**src/token_pkg.sv**
```systemverilog
`default_nettype none
package token_pkg;
  // token space geometry
  localparam int          TOKEN_COUNT    = 8;
  localparam int          TOKEN_ADDR_W   = 3;
  localparam int          DATA_W         = 8;
  localparam int          FLAG_BIT       = 0;
  // pin phase timing in clock cycles at 25 MHz
  localparam int          SETUP_CYC      = 1;
  localparam int          STROBE_CYC     = 2;
  localparam int          GAP_CYC        = 1;
  localparam logic [1:0]  CNT_ZERO       = 2'h0;
  // command codes from the user side
  localparam logic [1:0]  CMD_CLAIM      = 2'h0;
  localparam logic [1:0]  CMD_RELEASE    = 2'h1;
  localparam logic [1:0]  CMD_INIT       = 2'h2;
  localparam logic [1:0]  CMD_PROBE      = 2'h3;

  typedef struct packed {
    logic [1:0]              cmd;
    logic [TOKEN_ADDR_W-1:0] token;
  } request_s;

  typedef struct packed {
    logic                    token_space_select_n;
    logic                    write_n;
    logic                    output_enable_n;
    logic [TOKEN_ADDR_W-1:0] addr;
    logic [DATA_W-1:0]       data;
    logic                    data_oe;
  } pins_s;

  typedef struct packed {
    logic                    owned;
    logic                    done;
  } answer_s;
endpackage
`default_nettype wire

```
**src/token_host.sv**
```systemverilog
// Behaviour
// RULE1 - device grants a contested free token to exactly one port
// RULE2 - earlier claim wins the token
// RULE3 - simultaneous claims settle on one arbitrary port
// RULE4 - token latches start undefined; device does not initialise them
// RULE5 - host writes one into every token after reset
// RULE6 - claim is write zero then read back; zero read means owned
// RULE7 - host releases an owned token by writing one
// RULE8 - after a failed claim host withdraws its request by writing one
// RULE9 - eight independent tokens, each addressed separately
// RULE10 - writes use data bit zero only; flags read active low
// RULE11 - token space picked by select low; address bits 2..0 choose token
// RULE12 - device spreads flag onto all bits, latched during select and read
// RULE13 - release hands token straight to a pending other-port claim
// RULE14 - owner reads zero while the other port reads one
`timescale 1ns/1ps
`default_nettype none
module token_host (
  // clock and reset
  input  wire logic                    clock_i,
  input  wire logic                    rst_i,
  // user command port
  input  wire logic                    req_valid_i,
  input  wire token_pkg::request_s     req_i,
  output logic                         req_ready_o,
  output token_pkg::answer_s           answer_o,
  output logic                         init_done_o,
  // device pins
  output token_pkg::pins_s             pins_o,
  input  wire logic [token_pkg::DATA_W-1:0] data_i
);
  // ==========================================================
  // state machine
  typedef enum logic [5:0] {
    S_INIT  = 6'h01,
    S_IDLE  = 6'h02,
    S_WRITE = 6'h04,
    S_GAP   = 6'h08,
    S_READ  = 6'h10,
    S_END   = 6'h20
  } state_e;

  state_e                            state_r, state_nxt;
  logic [1:0]                        cnt_r, cnt_nxt;
  logic [token_pkg::TOKEN_ADDR_W-1:0] tok_r, tok_nxt;
  logic [1:0]                        cmd_r, cmd_nxt;
  logic                              wbit_r, wbit_nxt;
  logic                              ready_r, ready_nxt;
  logic                              init_r, init_nxt;
  token_pkg::answer_s                ans_r, ans_nxt;
  token_pkg::pins_s                  pins_r, pins_nxt;
  logic [token_pkg::DATA_W-1:0]      data_s1_r, data_s2_r;

  // ==========================================================
  // pin input synchroniser
  always_ff @(posedge clock_i or posedge rst_i)
  begin
    if (rst_i)
    begin
      data_s1_r <= 8'h00;
      data_s2_r <= 8'h00;
    end
    else
    begin
      data_s1_r <= data_i;
      data_s2_r <= data_s1_r;
    end
  end

  // ==========================================================
  // next state
  always_comb
  begin
    state_nxt = state_r;
    cnt_nxt   = cnt_r;
    tok_nxt   = tok_r;
    cmd_nxt   = cmd_r;
    wbit_nxt  = wbit_r;
    ready_nxt = 1'b0;
    init_nxt  = init_r;
    ans_nxt   = '{owned: ans_r.owned, done: 1'b0};
    pins_nxt  = '{token_space_select_n: 1'b1, write_n: 1'b1, output_enable_n: 1'b1,
                  addr: tok_r, data: 8'h00, data_oe: 1'b0};
    case (state_r)
      S_INIT:
      begin
        // RULE5 free every token
        cmd_nxt   = token_pkg::CMD_INIT;
        wbit_nxt  = 1'b1;
        cnt_nxt   = 2'(token_pkg::SETUP_CYC);
        state_nxt = S_WRITE;
      end
      S_IDLE:
      begin
        ready_nxt = 1'b1;
        if (req_valid_i && ready_r)
        begin
          ready_nxt = 1'b0;
          tok_nxt   = req_i.token;
          cmd_nxt   = req_i.cmd;
          // RULE6 claim writes zero; RULE7 RULE8 release writes one
          wbit_nxt  = (req_i.cmd != token_pkg::CMD_CLAIM);
          cnt_nxt   = 2'(token_pkg::SETUP_CYC);
          state_nxt = (req_i.cmd == token_pkg::CMD_PROBE) ? S_GAP : S_WRITE;
        end
      end
      S_WRITE:
      begin
        // RULE10 RULE11 select low, bit zero carries the flag
        pins_nxt.token_space_select_n = 1'b0;
        pins_nxt.data_oe              = 1'b1;
        pins_nxt.data[token_pkg::FLAG_BIT] = wbit_r;
        pins_nxt.write_n = (cnt_r != token_pkg::CNT_ZERO) ? 1'b1 : 1'b0;
        if (cnt_r != token_pkg::CNT_ZERO)
          cnt_nxt = cnt_r - 2'h1;
        else
        begin
          cnt_nxt   = 2'(token_pkg::STROBE_CYC);
          state_nxt = S_GAP;
        end
        if (cnt_r == token_pkg::CNT_ZERO && pins_r.write_n == 1'b0)
          cnt_nxt = 2'(token_pkg::STROBE_CYC);
      end
      S_GAP:
      begin
        // select drops between cycles so the device read latch reloads
        if (cnt_r != token_pkg::CNT_ZERO)
          cnt_nxt = cnt_r - 2'h1;
        else
        begin
          cnt_nxt   = 2'(token_pkg::STROBE_CYC) + 2'(token_pkg::GAP_CYC);
          state_nxt = (cmd_r == token_pkg::CMD_CLAIM || cmd_r == token_pkg::CMD_PROBE)
                      ? S_READ : S_END;
        end
      end
      S_READ:
      begin
        // RULE12 value held while select and read enable stay low
        pins_nxt.token_space_select_n = 1'b0;
        pins_nxt.output_enable_n      = 1'b0;
        if (cnt_r != token_pkg::CNT_ZERO)
          cnt_nxt = cnt_r - 2'h1;
        else
          state_nxt = S_END;
      end
      S_END:
      begin
        pins_nxt.token_space_select_n = 1'b1;
        if (cmd_r == token_pkg::CMD_INIT)
        begin
          if (tok_r == 3'h7)
          begin
            init_nxt  = 1'b1;
            state_nxt = S_IDLE;
          end
          else
          begin
            tok_nxt   = tok_r + 3'h1;
            state_nxt = S_INIT;
          end
        end
        else
        begin
          // RULE6 RULE14 zero on the flag means this port owns it
          // flag taken here: the device register plus the two-flop path lag the read pins by three cycles
          if (cmd_r == token_pkg::CMD_CLAIM || cmd_r == token_pkg::CMD_PROBE)
            ans_nxt.owned = ~data_s2_r[token_pkg::FLAG_BIT];
          else
            ans_nxt.owned = 1'b0;
          ans_nxt.done = 1'b1;
          state_nxt    = S_IDLE;
        end
      end
      default:
        state_nxt = S_INIT;
    endcase
  end

  // ==========================================================
  // registers
  always_ff @(posedge clock_i or posedge rst_i)
  begin
    if (rst_i)
    begin
      state_r <= S_INIT;
      cnt_r   <= 2'h0;
      tok_r   <= 3'h0;
      cmd_r   <= 2'h2;
      wbit_r  <= 1'b1;
      ready_r <= 1'b0;
      init_r  <= 1'b0;
      ans_r   <= '0;
      pins_r  <= '{token_space_select_n: 1'b1, write_n: 1'b1, output_enable_n: 1'b1,
                   addr: 3'h0, data: 8'h00, data_oe: 1'b0};
    end
    else
    begin
      state_r <= state_nxt;
      cnt_r   <= cnt_nxt;
      tok_r   <= tok_nxt;
      cmd_r   <= cmd_nxt;
      wbit_r  <= wbit_nxt;
      ready_r <= ready_nxt;
      init_r  <= init_nxt;
      ans_r   <= ans_nxt;
      pins_r  <= pins_nxt;
    end
  end

  assign req_ready_o = ready_r;
  assign answer_o    = ans_r;
  assign init_done_o = init_r;
  assign pins_o      = pins_r;

  // ==========================================================
  // checks
  // RULE10 write drives only legal pattern
  write_bit_a: assert property (@(posedge clock_i) disable iff (rst_i) // RULE10
    !pins_o.write_n |-> pins_o.data[7:1] == 7'h00 && !pins_o.token_space_select_n)
    else $error("write drives upper data bits or no select");
  // RULE11 no read and write together
  rw_excl_a: assert property (@(posedge clock_i) disable iff (rst_i) // RULE11
    !(!pins_o.write_n && !pins_o.output_enable_n))
    else $error("read and write strobes overlap");
  // RULE5 all tokens freed before ready
  init_first_a: assert property (@(posedge clock_i) disable iff (rst_i) // RULE5
    req_ready_o |-> init_done_o)
    else $error("ready before initialisation");
  // RULE6 claim write is followed by a read
  claim_read_a: assert property (@(posedge clock_i) disable iff (rst_i) // RULE6
    (!pins_o.write_n && pins_o.data[0] == 1'b0) |-> ##[1:10] !pins_o.output_enable_n)
    else $error("claim write not followed by read");
  // RULE7 release write carries one
  release_one_a: assert property (@(posedge clock_i) disable iff (rst_i) // RULE7
    (!pins_o.write_n && cmd_r == token_pkg::CMD_RELEASE) |-> pins_o.data[0])
    else $error("release did not write one");
  // RULE12 read enable only inside token space
  read_select_a: assert property (@(posedge clock_i) disable iff (rst_i) // RULE12
    !pins_o.output_enable_n |-> !pins_o.token_space_select_n && !pins_o.data_oe)
    else $error("read enable outside token space or with host drive");
  // RULE10 host drives data only during a token write
  drive_excl_a: assert property (@(posedge clock_i) disable iff (rst_i) // RULE10
    pins_o.data_oe |-> !pins_o.token_space_select_n && pins_o.output_enable_n)
    else $error("data driven outside a token write");
  c_claim: cover property (@(posedge clock_i) answer_o.done && answer_o.owned);
  c_fail:  cover property (@(posedge clock_i) answer_o.done && !answer_o.owned);
  c_init:  cover property (@(posedge clock_i) $rose(init_done_o));
endmodule // token_host
`default_nettype wire

```
**config.mk**
```make
export PLATFORM = sky130hd
export DESIGN_NAME = token_host
export DESIGN_NICKNAME = d
export VERILOG_FILES = /design/src/token_pkg.sv /design/src/token_host.sv
export SDC_FILE = /design/constraint.sdc
export NUM_CORES = 1
export LEC_CHECK = 0
export BUFFER_PORTS_ARGS = -buffer_cell sky130_fd_sc_hd__buf_4
export CORE_ASPECT_RATIO = 1.25
export CORE_MARGIN = 2
export CORE_UTILIZATION = 55
export CTS_CLUSTER_DIAMETER = 40
export DETAILED_ROUTE_END_ITERATION = 10
export HOLD_SLACK_MARGIN = 0.06
export MAX_ROUTING_LAYER = met4
export PLACE_DENSITY_LB_ADDON = 0.08
export SLEW_MARGIN = 15
export SYNTH_ARGS = -nofsm -noshare
export SYNTH_HDL_FRONTEND = slang
export SYNTH_SLANG_ARGS = --single-unit
```
**constraint.sdc**
```tcl
create_clock -name clock_i -period 5.45 [get_ports clock_i]
set_input_delay 1.635 -clock clock_i [delete_from_list [all_inputs] [get_ports clock_i]]
set_output_delay 1.635 -clock clock_i [all_outputs]
set_load 0.01 [all_outputs]
```
==> results of run 1 <==
-- worst paths after layout --
check / from / end / cells past startpoint
min in group asynchronous: rst_i / data_s1_r[0]$_DFF_PP0_ / 2
max in group asynchronous: rst_i / pins_o[11]$_DFF_PP0_ / 2
worst min register to register: data_s1_r[0]$_DFF_PP0_ / data_s2_r[0]$_DFF_PP0_ / 0
worst max-delay path: pins_o[12]$_DFF_PP1_ / pins_o[12] / 1
worst min-delay path: data_s1_r[0]$_DFF_PP0_ / data_s2_r[0]$_DFF_PP0_ / 0
worst max register to register: state_r[4]$_DFFE_PP0P_ / tok_r[1]$_DFFE_PP0P_ / 4
-- registers in the layout, indices dropped and copies added (netlist names) --
signal / cells
cnt_r: 2
cmd_r: 2
init_done_o: 1
tok_r: 3
data_s2_r: 1
data_s1_r: 1
req_ready_o: 1
wbit_r: 1
state_r: 6
pins_o: 8
answer_o: 2
-- through the flow --
step                hold WS (ns)  cells  power (mW)  utilization, %  worst slack [ns]
CTS                        0.378    165       0.694            67.4              2.83
detailed placement         0.345    161       0.560            65.1              2.65
global placement           0.336    161       0.549            65.1              2.66
floorplan                  0.331    120       0.495               -              2.88
global route               0.386    165       0.736            67.4              2.79
finish                     0.376    165       0.691            67.4              2.84
-- placed cells by master, fill, tap and decap left out, drive strengths merged, types with 3 or more instances in the layout --
master	synthesis	routed
a211o	3	3
a21oi	5	5
and3b	3	3
buf	9	20
clkbuf	1	3
conb	1	7
dfrtp	22	22
dfstp	6	6
ha	5	5
inv	8	8
mux2	4	4
nand2	5	5
nor2	4	4
nor3	3	3
o21ai	4	4
-- logic make-up after synthesis --
kind of cell	after synthesis	share of synthesized area [%]
mux	5	4.14
xor+xnor	1	0.658
other cells	1	0.282
fa+ha+maj	5	4.70
flops	28	53.2
simple gates	29	12.9
compound gates	27	16.4
buf+inv	18	7.71
-- final cells by class --
class / instances / area (sq um) / share of cell area, %
multi-input combinational: 74 / 543 / 35.7
clock inverter: 1 / 30.0 / 1.97
tap: 31 / 38.8 / 2.55
inverter: 8 / 30.0 / 1.97
timing repair buffer: 20 / 150 / 9.86
clock buffer: 3 / 22.5 / 1.48
sequential: 28 / 708 / 46.5
-- where the power goes --
| group | total, mW | switching, mW | internal, mW |
|---|---|---|---|
| Clock | 0.135 | 0.0602 | 0.0744 |
| Sequential | 0.309 | 0.0423 | 0.266 |
| Combinational | 0.248 | 0.130 | 0.117 |
-- per-layer routing --
metal  part of all wire, %  routed length, microns
met1                    42                    1010
met2                    52                    1260
met3                   4.2                     100
met4                   1.5                      37
met5                     0                       0
==> impl_metrics.sql, run 1 <==
INSERT INTO impl_metrics (metric_group, metric, value, unit) VALUES
('status', 'status', 'complete, no violations', ''),
('clock_tree', 'cts_max_level', '1', ''),
('global_route', 'busiest_layer', 'met2', ''),
('sta', 'max_clock_freq', '0.383', 'GHz'),
('routing', 'wl_per_cell', '14.6', 'microns'),
('worst_setup_path', 'timing.critical_path.buf_inv', '1', ''),
('synth', 'ranking_of_synthesized_cells_by_instance_count', 'sky130_fd_sc_hd__dfrtp_1, sky130_fd_sc_hd__inv_1, sky130_fd_sc_hd__buf_4', ''),
('synth', 'synth-edff-count', '0', ''),
('synth', 'synth.lib_cells_used.distinct', '44', ''),
('min_path', 'min-delay-path-class', 'flop to flop', ''),
('sta', 'hold_violations', '0', ''),
('global_route', 'met3_usage', '3.66', '%'),
('clock_tree', 'post-cts-setup-buffers', '0', ''),
('sta', 'rsz0062_at_grt', 'no', ''),
('worst_setup_path', 'crit_path_required_time', '3.82', 'ns'),
('worst_setup_path', 'critical_path_peak_fanout', '1', ''),
('synth', 'yosysWarnings', '0', ''),
('synth', 'synth_area', '1330', 'sq um'),
('clock_tree', 'clock_sinks', '28', ''),
('pwr', 'p_leak', '0.702', 'nW'),
('pwr', 'power-per-cell-area', '454', 'nW/um^2'),
('flow_run', 'cap_viol_max_count', '0', ''),
('clock_tree', 'tritoncts_clock_tree', 'yes', ''),
('place', 'placement.io_buffers', '20', ''),
('sta', 'max_slew.worst_pin.slew', '1.01', 'ns'),
('routing', 'detailroute.via_count', '943', ''),
('synth', 'synth_top_cell_by_area', 'sky130_fd_sc_hd__dfrtp_1', ''),
('routing', 'drt_iter0_drc', '21', ''),
('synth', 'netlist_instances', '114', ''),
('global_route', 'maximum_number_of_pins_on_one_net_before_global_route_repair', '29', ''),
('cells_and_area', 'fill_cells', '184', ''),
('clock_tree', 'cts.reportedPaths.clkPinSlew', '0.15', 'ns'),
('worst_setup_path', 'worst-endpoint-arrival', '0.98', 'ns'),
('clock_tree', 'insertion_delay', '0.32', 'ns'),
('worst_setup_path', 'timing.reg2reg.setup_slack', '3.20', 'ns'),
('die', 'die_x', '48.0', 'microns'),
('cells_and_area', 'area_growth', '14.4', '%'),
('cells_and_area', 'finalNetCount', '156', ''),
('synth', 'ys_seq_area_share', '53.2', '%'),
('die', 'effective_utilization_at_floorplan', '58.9', '%'),
('global_route', 'use_met1', '26.7', '%'),
('sta', 'min_period', '2.61', 'ns'),
('global_route', 'wire_length_of_the_first_global_routing_pass', '4030', 'microns'),
('cells_and_area', 'antennaDiodeCount', '0', ''),
('synth', 'async_flop_share', '100', '%'),
('routing', 'drt_pass1_iterations', '4', ''),
('clock_tree', 'clk_root_buffer_cell', 'sky130_fd_sc_hd__clkbuf_4', ''),
('clock_tree', 'cts-buffers-inserted', '3', ''),
('place', 'placed_area', '1470', 'sq um'),
('worst_setup_path', 'critical_path.max_stage_delay', '0.55', 'ns'),
('sta', 'final_min_period_over_clock_period', '47.9', '%'),
('cells_and_area', 'layout.cell_area.non_filler', '1520', 'sq um'),
('sta', 'slew-limit-headroom', '32.6', '%'),
('die', 'coreArea', '2260', 'sq um'),
('routing', 'post-route-drc-count', '0', ''),
('die', 'dieHeight', '59.0', 'microns'),
('global_route', 'total_track_usage', '20.9', '%'),
('routing', 'drt-vias-per-instance', '5.72', ''),
('worst_setup_path', 'worst_setup_path_end_kind', 'output port', ''),
('die', 'overall_die_area', '2830', 'sq um'),
('worst_setup_path', 'setup.worst_path.start_class', 'flop', ''),
('global_route', 'initial_antenna_violation_count', '0', ''),
('synth', 'yosysTopAreaCellShare', '41.4', '%'),
('synth', 'syn-mean-instance-area', '11.7', 'sq um'),
('sta', 'fin_worst_skew', '0.00644', 'ns'),
('routing', 'route.antenna.remaining_nets', '0', ''),
('synth', 'yosysMostFrequentCell', 'sky130_fd_sc_hd__dfrtp_1', ''),
('cells_and_area', 'share_of_post_route_cells_with_drive_strength_above_1', '31.3', '%'),
('place', 'detailed_place_hpwl', '1800', 'microns'),
('global_route', 'met2_usage', '32.6', '%'),
('pwr', 'vdd_ir_drop_max', '0.330', 'mV');
Note: power is estimated with default switching activity, not from simulation.
==> run 2: changes to the inputs <==
- CORE_UTILIZATION: 55 -> 51
- clock period: 5.45 -> 2.7 ns (I/O delays scaled with it)
==> impl_metrics.sql, run 2 (same netlist as run 1, synthesis figures left out) <==
INSERT INTO impl_metrics (metric_group, metric, value, unit) VALUES
('status', 'status', 'complete, no violations', ''),
('worst_setup_path', 'critical_path_class', 'flop to flop', ''),
('routing', 'post-route-drc-count', '0', ''),
('die', 'die_x', '49.7', 'microns'),
('worst_setup_path', 'worst-endpoint-arrival', '2.20', 'ns'),
('cells_and_area', 'area_growth', '15.0', '%'),
('clock_tree', 'post_cts.resized_instances', '0', ''),
('sta', 'min_period', '1.97', 'ns'),
('place', 'placement.io_buffers', '20', ''),
('die', 'overall_die_area', '3040', 'sq um'),
('cells_and_area', 'most-common-layout-cells', 'sky130_fd_sc_hd__buf_4, sky130_fd_sc_hd__dfrtp_1, sky130_fd_sc_hd__inv_1, sky130_fd_sc_hd__conb_1, sky130_fd_sc_hd__dfstp_2', ''),
('routing', 'drt_pass1_iterations', '4', ''),
('pwr', 'power_report.internal_total', '0.867', 'mW'),
('pwr', 'design_power_total', '1.33', 'mW'),
('worst_setup_path', 'crit_path_required_time', '2.93', 'ns'),
('flow_run', 'cap_viol_max_count', '0', ''),
('cells_and_area', 'post_layout_nonfiller_instances', '170', ''),
('cells_and_area', 'finalNetCount', '159', ''),
('place', 'detailed_place_hpwl', '1710', 'microns'),
('sta', 'hold_violations', '0', ''),
('min_path', 'min-delay-path-class', 'flop to flop', ''),
('clock_tree', 'clock_sinks', '28', ''),
('die', 'top_level_ports', '35', ''),
('sta', 'rsz0062_at_grt', 'no', ''),
('pwr', 'p_leak', '0.709', 'nW'),
('clock_tree', 'cts.reportedPaths.clkPinSlew', '0.15', 'ns'),
('cells_and_area', 'multi_input_area', '543', 'sq um'),
('clock_tree', 'max-clock-path-buffers', '2', ''),
('global_route', 'wire_length_of_the_first_global_routing_pass', '3990', 'microns'),
('routing', 'routed_wl', '2290', 'microns'),
('pwr', 'vdd_ir_drop_max', '0.606', 'mV'),
('global_route', 'grt-ovfl-total', '0', ''),
('routing', 'drt_iter0_drc', '31', ''),
('pwr', 'sequentialPowerShare', '46.9', '%'),
('worst_setup_path', 'worst_setup_path_end_kind', 'flop', ''),
('clock_tree', 'cts_max_level', '1', ''),
('cells_and_area', 'layout.cells.most_common', 'sky130_fd_sc_hd__buf_4', ''),
('clock_tree', 'cts.hold.buffers_added', '0', ''),
('die', 'dieHeight', '61.1', 'microns'),
('pwr', 'p_clk_share', '15.2', '%'),
('global_route', 'maximum_number_of_pins_on_one_net_before_global_route_repair', '29', ''),
('clock_tree', 'tritoncts_clock_tree', 'yes', ''),
('pwr', 'power.combinational.fraction', '37.8', '%'),
('routing', 'drt-vias-per-instance', '5.26', ''),
('cells_and_area', 'antennaDiodeCount', '0', ''),
('sta', 'totalNegativeSetupSlack', '0', 'ns'),
('global_route', 'total_track_usage', '18.1', '%'),
('sta', 'final_min_period_over_clock_period', '73.0', '%'),
('die', 'floorplan.rows', '20', ''),
('place', 'gp_congestion', '0.854', ''),
('sta', 'max_transition_viols_final', '0', ''),
('pwr', 'switching_share', '34.6', '%'),
('global_route', 'initial_antenna_violation_count', '0', ''),
('worst_setup_path', 'setup.worst_path.start_class', 'flop', ''),
('cells_and_area', 'largest_register_ffs', '8', ''),
('sta', 'max_clock_freq', '0.508', 'GHz'),
('routing', 'route.antenna.remaining_nets', '0', ''),
('sta', 'final-setup-viol-count', '0', ''),
('sta', 'fin_worst_skew', '0.00586', 'ns'),
('pwr', 'power.switching', '0.459', 'mW'),
('worst_setup_path', 'critical_path_peak_fanout', '8', ''),
('cells_and_area', 'share_of_post_route_cells_with_drive_strength_above_1', '32.8', '%'),
('place', 'placedCellCount', '166', ''),
('routing', 'detailroute.via_count', '895', ''),
('clock_tree', 'post-cts-setup-buffers', '0', ''),
('die', 'effective_utilization_at_floorplan', '54.3', '%'),
('routing', 'wl_per_cell', '13.4', 'microns'),
('cells_and_area', 'sequential_cell_area', '708', 'sq um'),
('die', 'coreArea', '2450', 'sq um'),
('cells_and_area', 'fill_cells', '213', ''),
('clock_tree', 'insertion_delay', '0.32', 'ns'),
('clock_tree', 'clk_root_buffer_cell', 'sky130_fd_sc_hd__clkbuf_4', ''),
('clock_tree', 'cts-buffers-inserted', '3', ''),
('pwr', 'power-per-cell-area', '866', 'nW/um^2'),
('global_route', 'vias_in_the_first_global_route', '921', '');
[run 2: power groups by stage]
stage,registers (mW),clock network (mW),logic [mW]
floorplan,0.637,0,0.362
global placement,0.625,0,0.497
detailed placement,0.629,0,0.504
CTS,0.623,0.205,0.507
global route,0.640,0.227,0.568
finish,0.622,0.202,0.502
[run 2: per-stage QoR]
step                worst slack [ns]  utilization (%)  area [sq um]  hold WS [ns]
finish                         0.730             62.4          1530         0.373
detailed placement             0.728             61.0          1500         0.344
CTS                            0.733             62.4          1530         0.377
floorplan                      0.706                -          1350         0.331
global placement               0.735             61.0          1500         0.336
global route                   0.682             62.4          1530         0.381
[run 2: area by class of cell]
type / count / share of cell area (%)
Clock buffer: 4 / 2.37
Inverter: 8 / 1.96
Multi-Input combinational cell: 74 / 35.5
Sequential cell: 28 / 46.2
Tap cell: 33 / 2.70
Timing Repair Buffer: 23 / 11.3
[run 2: per-layer routing]
| metal | vias to the layer above | routed length, microns | global-route usage (%) |
|---|---|---|---|
| met1 | 429 | 997 | 21.5 |
| met2 | 21 | 1190 | 31.6 |
| li1 | 443 | - | - |
| met5 | - | 0 | - |
| met3 | 2 | 81 | 2.18 |
| met4 | 0 | 18 | 7.14 |
[run 2: final timing paths]
kind | end | from | slack (ns) | depth (start not counted)
min in group asynchronous | tok_r[1]$_DFFE_PP0P_ | rst_i | 0.52 | 3
max in group asynchronous | wbit_r$_DFFE_PP1P_ | rst_i | 1.88 | 3
min reg2reg | data_s2_r[0]$_DFF_PP0_ | data_s1_r[0]$_DFF_PP0_ | 0.37 | 0
max | tok_r[2]$_DFFE_PP0P_ | state_r[3]$_DFFE_PP0P_ | 0.73 | 4
max reg2reg | tok_r[2]$_DFFE_PP0P_ | state_r[3]$_DFFE_PP0P_ | 0.73 | 4
min | data_s2_r[0]$_DFF_PP0_ | data_s1_r[0]$_DFF_PP0_ | 0.37 | 0
[run 2: worst max-delay path: stages, from the launching register on]
cell	delay (ns)
sky130_fd_sc_hd__dfrtp_1	0.49
sky130_fd_sc_hd__or4_4	0.60
sky130_fd_sc_hd__or2_1	0.32
sky130_fd_sc_hd__o21ai_2	0.12
sky130_fd_sc_hd__mux2_2	0.35
